--- src/verilog/xpmc_pkg.sv ---
// constants, register map and carrier structs of the port mac configuration block
// assumes an apb master on ref_clk and strap pins that are stable around reset release
//
// Contract
// - the duplex bit selects full duplex when 1 and half duplex when 0, and resets to 1.
// - the transmit flow control bit enables transmit flow control when 1.
// - the receive flow control bit enables receive flow control when 1.
// - flow control enables, gigabit select, clocking mode and interface type reset from straps.
// - below gigabit the 10/100 bit picks 100 Mb/s when 1, 10 Mb/s when 0, and resets to 1.
// - the gigabit bit at 0 runs the port at 1000 Mb/s, at 1 defers to the 10/100 bit.
// - the ingress delay bit adds at least 1.5 ns on the incoming clock and resets to 0.
// - the egress delay bit adds a minimum delay on the outgoing clock and resets to 1.
// - in mii mode the clocking bit at 1 receives clocks, at 0 drives them as a phy.
// - in rmii mode the clocking bit at 1 receives the 50 MHz reference, at 0 drives it.
// - the type field picks rgmii for 00, rmii for 01 and mii for 10 and 11.
// - the storm protection bit applies broadcast storm protection to ingress when 1.
// - back pressure applies only while running half duplex and its enable is set.
// - full duplex uses pause flow control from the flow control enables, not back pressure.
// - bad frames are dropped unless pass-all is 1, then forwarded for mirroring only.
// - flow control frame filtering is left untouched by the pass-all bit.
package xpmc_pkg;

  localparam logic [11:0] XPMC_OFF_XMII_ZERO = 12'h300;
  localparam logic [11:0] XPMC_OFF_XMII_ONE  = 12'h301;
  localparam logic [11:0] XPMC_OFF_MAC_ZERO  = 12'h400;
  localparam logic [11:0] XPMC_OFF_MAC_ONE   = 12'h401;

  localparam int XPMC_BIT_DUPLEX   = 6;
  localparam int XPMC_BIT_TX_FC    = 5;
  localparam int XPMC_BIT_SPEED100 = 4;
  localparam int XPMC_BIT_RX_FC    = 3;
  localparam int XPMC_BIT_GIG_N    = 6;
  localparam int XPMC_BIT_RSVD5    = 5;
  localparam int XPMC_BIT_IG_DLY   = 4;
  localparam int XPMC_BIT_EG_DLY   = 3;
  localparam int XPMC_BIT_CLK_MODE = 2;
  localparam int XPMC_BIT_STORM    = 1;
  localparam int XPMC_BIT_MAC0_R3  = 3;
  localparam int XPMC_BIT_MAC0_R0  = 0;
  localparam int XPMC_BIT_BP       = 3;
  localparam int XPMC_BIT_PASS_ALL = 0;

  localparam logic [7:0] XPMC_RW_XMII_ZERO = 8'h7F;
  localparam logic [7:0] XPMC_RW_XMII_ONE  = 8'hFF;
  localparam logic [7:0] XPMC_RW_MAC_ZERO  = 8'h0B;
  localparam logic [7:0] XPMC_RW_MAC_ONE   = 8'hBF;

  localparam logic       XPMC_RST_DUPLEX   = 1'b1;
  localparam logic       XPMC_RST_SPEED100 = 1'b1;
  localparam logic       XPMC_RST_IG_DLY   = 1'b0;
  localparam logic       XPMC_RST_EG_DLY   = 1'b1;
  localparam logic [7:0] XPMC_RST_ZERO     = 8'h00;
  // edges the strap synchroniser needs to refill after reset release
  localparam logic [1:0] XPMC_STRAP_SETTLE = 2'h2;

  localparam real XPMC_IG_DELAY_NS = 1.5;
  localparam real XPMC_CLK_NS      = 4.0;
  localparam int  XPMC_IG_DELAY_CYC = (XPMC_IG_DELAY_NS / XPMC_CLK_NS) < 1.0 ? 1 : 1;
  localparam real XPMC_RMII_REF_MHZ = 50.0;

  typedef enum logic [1:0] {
    XPMC_IF_RGMII = 2'b00,
    XPMC_IF_RMII  = 2'b01,
    XPMC_IF_MII   = 2'b10
  } xpmc_if_e;

  typedef enum logic [1:0] {
    XPMC_SPD_10   = 2'b00,
    XPMC_SPD_100  = 2'b01,
    XPMC_SPD_1000 = 2'b10
  } xpmc_speed_e;

  typedef struct packed {
    logic [7:0] xmii_zero;
    logic [7:0] xmii_one;
    logic [7:0] mac_zero;
    logic [7:0] mac_one;
  } xpmc_regs_s;

  typedef struct packed {
    xpmc_if_e    if_type;
    xpmc_speed_e speed;
    logic        full_duplex;
    logic        clk_receive;
  } xpmc_mode_s;

  typedef struct packed {
    logic        prdy;
    logic [31:0] prdata;
    logic        pslverr;
  } xpmc_apb_rsp_s;

  typedef struct packed {
    logic        tx_fc_en;
    logic        rx_fc_en;
    logic        pause_en;
    logic        back_pressure;
    logic        storm_protect;
    logic        pass_bad_frames;
    logic        ig_delay_en;
    logic        eg_delay_en;
    logic        clk_out_en;
    logic        ref_clk_out_en;
  } xpmc_ctrl_s;

endpackage : xpmc_pkg

--- src/verilog/xpmc_top.sv ---
// port mac configuration registers on apb with frame-boundary mode update
// assumes frame_active comes from the port datapath on ref_clk; straps are pins
`timescale 1ns/1ps
`default_nettype none
module xpmc_top
  import xpmc_pkg::*;
(
  input  wire logic        ref_clk,
  input  wire logic        rst_b,
  input  wire logic        psel,
  input  wire logic        penable,
  input  wire logic        pwrite,
  input  wire logic [31:0] paddr,
  input  wire logic [31:0] pwdata,
  input  wire logic [3:0]  pstrb,
  output logic             pready,
  output logic [31:0]      prdata,
  output logic             pslverr,
  input  wire logic        flow_control_default_strap,
  input  wire logic        port_speed_strap,
  input  wire logic        port_clocking_mode_strap,
  input  wire logic [1:0]  port_interface_type_strap,
  input  wire logic        frame_active,
  output xpmc_mode_s       mode,
  output xpmc_ctrl_s       ctrl
);

  typedef struct packed {
    logic [1:0]    strap_s1;
    logic [1:0]    strap_s2;
    logic [4:0]    pin_s1;
    logic [4:0]    pin_s2;
    logic [1:0]    settle;
    logic          loaded;
    xpmc_regs_s    regs;
    xpmc_mode_s    mode;
    xpmc_ctrl_s    ctrl;
    xpmc_apb_rsp_s rsp;
  } xpmc_state_s;

  xpmc_state_s st_q;
  xpmc_state_s st_d;

  logic       sel_x0;
  logic       sel_x1;
  logic       sel_m0;
  logic       sel_m1;
  logic [7:0] rd_byte;
  logic       wr_en;
  xpmc_mode_s want;

  always_comb begin
    sel_x0 = 1'b0;
    sel_x1 = 1'b0;
    sel_m0 = 1'b0;
    sel_m1 = 1'b0;
    rd_byte = 8'h00;
    if (paddr[13:2] == XPMC_OFF_XMII_ZERO) begin
      sel_x0 = 1'b1;
      rd_byte = st_q.regs.xmii_zero;
    end else if (paddr[13:2] == XPMC_OFF_XMII_ONE) begin
      sel_x1 = 1'b1;
      rd_byte = st_q.regs.xmii_one;
    end else if (paddr[13:2] == XPMC_OFF_MAC_ZERO) begin
      sel_m0 = 1'b1;
      rd_byte = st_q.regs.mac_zero;
    end else if (paddr[13:2] == XPMC_OFF_MAC_ONE) begin
      sel_m1 = 1'b1;
      rd_byte = st_q.regs.mac_one;
    end
  end

  always_comb begin
    st_d = st_q;
    st_d.strap_s1 = {flow_control_default_strap, port_speed_strap};
    st_d.strap_s2 = st_q.strap_s1;
    st_d.pin_s1 = {port_clocking_mode_strap, port_interface_type_strap, 2'b00};
    st_d.pin_s2 = st_q.pin_s1;
    wr_en = 1'b0;

    // apb: no wait states, response in the cycle after setup
    st_d.rsp.prdy = 1'b0;
    st_d.rsp.pslverr = 1'b0;
    if (psel && !penable) begin
      st_d.rsp.prdy = 1'b1;
      st_d.rsp.pslverr = !(sel_x0 || sel_x1 || sel_m0 || sel_m1);
      st_d.rsp.prdata = pwrite ? 32'h0000_0000 : {24'h00_0000, rd_byte};
    end
    // a write lands only at the edge that completes the access phase
    wr_en = psel && penable && st_q.rsp.prdy && pwrite && pstrb[0] && st_q.loaded;
    if (wr_en && sel_x0) begin
      st_d.regs.xmii_zero = pwdata[7:0] & XPMC_RW_XMII_ZERO;
    end
    if (wr_en && sel_x1) begin
      st_d.regs.xmii_one = pwdata[7:0] & XPMC_RW_XMII_ONE;
    end
    if (wr_en && sel_m0) begin
      st_d.regs.mac_zero = pwdata[7:0] & XPMC_RW_MAC_ZERO;
    end
    if (wr_en && sel_m1) begin
      st_d.regs.mac_one = pwdata[7:0] & XPMC_RW_MAC_ONE;
    end

    // straps captured once after reset release, after the synchroniser has refilled
    if (!st_q.loaded) begin
      if (st_q.settle != XPMC_STRAP_SETTLE) begin
        st_d.settle = st_q.settle + 2'h1;
      end else begin
        st_d.loaded = 1'b1;
        st_d.regs.xmii_zero[XPMC_BIT_TX_FC] = st_q.strap_s2[1];
        st_d.regs.xmii_zero[XPMC_BIT_RX_FC] = st_q.strap_s2[1];
        st_d.regs.xmii_one[XPMC_BIT_GIG_N] = st_q.strap_s2[0];
        st_d.regs.xmii_one[XPMC_BIT_CLK_MODE] = st_q.pin_s2[4];
        st_d.regs.xmii_one[1:0] = st_q.pin_s2[3:2];
      end
    end

    // decode the requested mode
    want.full_duplex = st_q.regs.xmii_zero[XPMC_BIT_DUPLEX];
    if (!st_q.regs.xmii_one[XPMC_BIT_GIG_N]) begin
      want.speed = XPMC_SPD_1000;
    end else if (st_q.regs.xmii_zero[XPMC_BIT_SPEED100]) begin
      want.speed = XPMC_SPD_100;
    end else begin
      want.speed = XPMC_SPD_10;
    end
    if (st_q.regs.xmii_one[1:0] == XPMC_IF_RGMII) begin
      want.if_type = XPMC_IF_RGMII;
    end else if (st_q.regs.xmii_one[1:0] == XPMC_IF_RMII) begin
      want.if_type = XPMC_IF_RMII;
    end else begin
      want.if_type = XPMC_IF_MII;
    end
    want.clk_receive = st_q.regs.xmii_one[XPMC_BIT_CLK_MODE];

    // mode changes wait for an idle gap between frames
    if (!frame_active) begin
      st_d.mode = want;
    end

    st_d.ctrl.tx_fc_en = st_q.regs.xmii_zero[XPMC_BIT_TX_FC];
    st_d.ctrl.rx_fc_en = st_q.regs.xmii_zero[XPMC_BIT_RX_FC];
    st_d.ctrl.pause_en = st_q.mode.full_duplex &&
                         (st_q.regs.xmii_zero[XPMC_BIT_TX_FC] ||
                          st_q.regs.xmii_zero[XPMC_BIT_RX_FC]);
    st_d.ctrl.back_pressure = !st_q.mode.full_duplex &&
                              st_q.regs.mac_one[XPMC_BIT_BP];
    st_d.ctrl.storm_protect = st_q.regs.mac_zero[XPMC_BIT_STORM];
    // pass-all only touches bad-frame dropping, never pause filtering
    st_d.ctrl.pass_bad_frames = st_q.regs.mac_one[XPMC_BIT_PASS_ALL];
    st_d.ctrl.ig_delay_en = (st_q.mode.if_type == XPMC_IF_RGMII) &&
                            st_q.regs.xmii_one[XPMC_BIT_IG_DLY];
    st_d.ctrl.eg_delay_en = (st_q.mode.if_type == XPMC_IF_RGMII) &&
                            st_q.regs.xmii_one[XPMC_BIT_EG_DLY];
    st_d.ctrl.clk_out_en = (st_q.mode.if_type == XPMC_IF_MII) &&
                           !st_q.mode.clk_receive;
    st_d.ctrl.ref_clk_out_en = (st_q.mode.if_type == XPMC_IF_RMII) &&
                               !st_q.mode.clk_receive;

    if (!rst_b) begin
      st_d = '0;
      st_d.regs.xmii_zero[XPMC_BIT_DUPLEX] = XPMC_RST_DUPLEX;
      st_d.regs.xmii_zero[XPMC_BIT_SPEED100] = XPMC_RST_SPEED100;
      st_d.regs.xmii_one[XPMC_BIT_IG_DLY] = XPMC_RST_IG_DLY;
      st_d.regs.xmii_one[XPMC_BIT_EG_DLY] = XPMC_RST_EG_DLY;
      st_d.regs.mac_zero = XPMC_RST_ZERO;
      st_d.regs.mac_one = XPMC_RST_ZERO;
      st_d.mode.full_duplex = XPMC_RST_DUPLEX;
    end
  end

  always_ff @(posedge ref_clk) begin
    st_q <= st_d;
  end

  assign pready  = st_q.rsp.prdy;
  assign prdata  = st_q.rsp.prdata;
  assign pslverr = st_q.rsp.pslverr;
  assign mode    = st_q.mode;
  assign ctrl    = st_q.ctrl;

endmodule : xpmc_top
`default_nettype wire

--- config.mk ---
export PLATFORM = sky130hd
export DESIGN_NAME = xpmc_top
export DESIGN_NICKNAME = d
export VERILOG_FILES = /design/src/verilog/xpmc_pkg.sv /design/src/verilog/xpmc_top.sv
export SDC_FILE = /design/constraint.sdc
export NUM_CORES = 1
export LEC_CHECK = 0
export ABC_AREA = 0
export CAP_MARGIN = 5
export CORE_MARGIN = 10
export CORE_UTILIZATION = 50
export CTS_CLUSTER_DIAMETER = 50
export DETAILED_ROUTE_END_ITERATION = 8
export DONT_BUFFER_PORTS = 1
export MAX_ROUTING_LAYER = met4
export SKIP_LAST_GASP = 1
export SYNTH_ARGS = -nofsm -noshare
export SYNTH_HDL_FRONTEND = slang
export SYNTH_SLANG_ARGS = --single-unit
export TNS_END_PERCENT = 100
--- constraint.sdc ---
create_clock -name ref_clk -period 2.99 [get_ports ref_clk]
set_input_delay 0.299 -clock ref_clk [delete_from_list [all_inputs] [get_ports ref_clk]]
set_output_delay 0.299 -clock ref_clk [all_outputs]
set_load 0.005 [all_outputs]
==> metrics <==
outcome finished, final reports clean; Final Skew 10.4 ps; final setup TNS 0 ps; fmax 531 MHz; top post-synthesis cells by count dfxtp_1, buf_4, nand3_1; Worst Setup Path Type reg2reg; core area 5540 sq um; Critical Path RT ~3200 ps; worst min-delay path class in2reg; # Post-CTS Setup Buffers 0; first-pass GRT wire length 10600 um; Max Buffers Root-to-Sink 2; Seq/Total Area, Yosys 44.5%; reg-to-reg slack, setup 1110 ps; DRC 0; post-CTS sizing 0; MaxCap Viol Count 0; peak supply drop around 0.00026 V; CP Capture Type flip-flop; CTS hold repair buffers 0; RSZ-0062 raised after global routing no; GR Util All Layers 15.5%; post-synthesis async set-or-reset flop share 0%; clock transition at the registers of the reported paths about 80 ps; Non-Filler Instances 368; Top FF cell, synth dfxtp_1; Lkg Pwr 0.00100 uW; Post-synth EDFFs 0; Worst setup SP type flip-flop; critical path fanouts, max 18; # rows 27; Yosys reg bits 64; CTS tree yes; CTS root buffer clkbuf_8; ANT nets after route 0; H-Tree Depth 3; P&R area growth vs syn -2.09%; fin crit period 1880 ps; Synth top area share 44.5%; Clock Sinks 64; initial antenna violation count 0; Total Die Area 9200 sq um; pins over their slew limit 0; Mapped Cells 323; DR vias/cell between 5 and 6; final worst slack between 1000 and 1500 ps; relative slew slack 50.8%; nets 371; Post-Syn Area 2880 sq um; Cell Pwr Density between 600 and 700 nW/um^2; syn_area_per_cell between 8 and 9 sq um; cell taking the most area after synthesis dfxtp_1; synth warn 0; Final Wtd Congestion 0.802; Initial Util 52.0%; Post-DP HPWL 4910 um; grt met3 use 5.29%; worst hold slack 14.8 ps; total CTS buffers 9; Iter 0 DRT Violations around 110; dpl ws 914 ps; Slew @ Worst Pin 735 ps; grt peak-use layer met2; Die Wd 95.9 um; clk_lat worst skew 350 ps; vias in the first global route 1949; DIE HEIGHT 95.9 um; Unique masters post-synth 45; final hold vios 0; gr ovfl total 0; Tot Pwr around 1900 uW; wire per inst 18.6 um; Placed Cells 352; IO buf count 0; IO Count roughly 130; grt met2 use 23.0%; synth top area cells dfxtp_1, buf_4, nand3_1; drt first pass iters 4; layout cells sized above 1 between 7 and 8%; M1 GR Usage 18.5%; pin count of the biggest net entering global routing 35; Inserted Diodes 0; WL final 6830 um; final setup fails 0; post-route clock period utilization 63.0%; most frequent cell after synthesis dfxtp_1; Worst EP arrival 2100 ps; total number of vias 2064
## area by class of cell
type	instances	area (sq um)
clock buffers	9	124
clock inverters	7	72.6
fillers	541	2720
inverters	3	11.3
multi-input cells	213	1240
flip-flops and latches	64	1280
well taps	72	90.1
## state kept, by name (all words and copies together), names as in the netlist
name	cells
st_q	38
ctrl	10
prdata	8
mode	6
pready	1
pslverr	1
## stage by stage
step | cell area (sq um) | util [%]
2_1_floorplan | 2970 | -
3_3_place_gp | 2620 | 47.4
3_5_place_dp | 2620 | 47.4
4_1_cts | 2820 | 50.9
5_1_grt | 2820 | 50.9
6_report | 2820 | 50.9
## critical path, cell delays in order (launching register included)
cell and delay [ps]:
dfxtp_1 350, and4_1 280, nand4_1 600, o21ai_0 400
a31oi_1 110
## power by group
| part | total, uW | switching, uW | internal [uW] |
|---|---|---|---|
| Sequential | 973 | 53.8 | 920 |
| Clock | 734 | 350 | 384 |
| Combinational | 173 | 100 | 73.2 |
## placed cells by master, fill, tap and decap left out, drive strengths merged, types with 5 or more instances in the layout
master / count
nor2: 18
a21oi: 19
a31oi: 7
mux2i: 9
nand2: 7
o21ai: 35
dfxtp: 64
clkbuf: 9
nand2b: 5
nand3: 31
conb: 24
and2: 18
## final timing paths
check,startpoint,end,cells past startpoint
setup / recovery,pready$_SDFF_PN0_,st_q[72]$_SDFF_PN0_,4
hold / removal,rst_b,mode[1]$_SDFFE_PN1N_,1
setup reg to reg,pready$_SDFF_PN0_,st_q[72]$_SDFF_PN0_,4
hold reg to reg,st_q[98]$_SDFF_PN0_,st_q[96]$_SDFF_PN0_,1
## kinds of logic after synthesis
logic type / count (synthesis) / synth area share, %
AOI/OAI and AO/OA: 76 / 15.0
xor gates and xnor gates: 1 / 0.304
adders and majority gates: 1 / 0.434
buffers and inverters: 69 / 15.4
DFF: 64 / 44.5
muxes: 10 / 3.52
other: 1 / 0.130
and+or+nand+nor: 101 / 20.7
## layer usage
| layer | up-vias | wire, um | share of wire, % |
|---|---|---|---|
| li1 | 1003 | - | - |
| met1 | 984 | 2930 | 43 |
| met2 | 66 | 3230 | 47 |
| met3 | 11 | 565 | 8.3 |
| met4 | 0 | 110 | 1.6 |
| met5 | - | 0 | 0 |
Power figures use the tool's default switching activity.
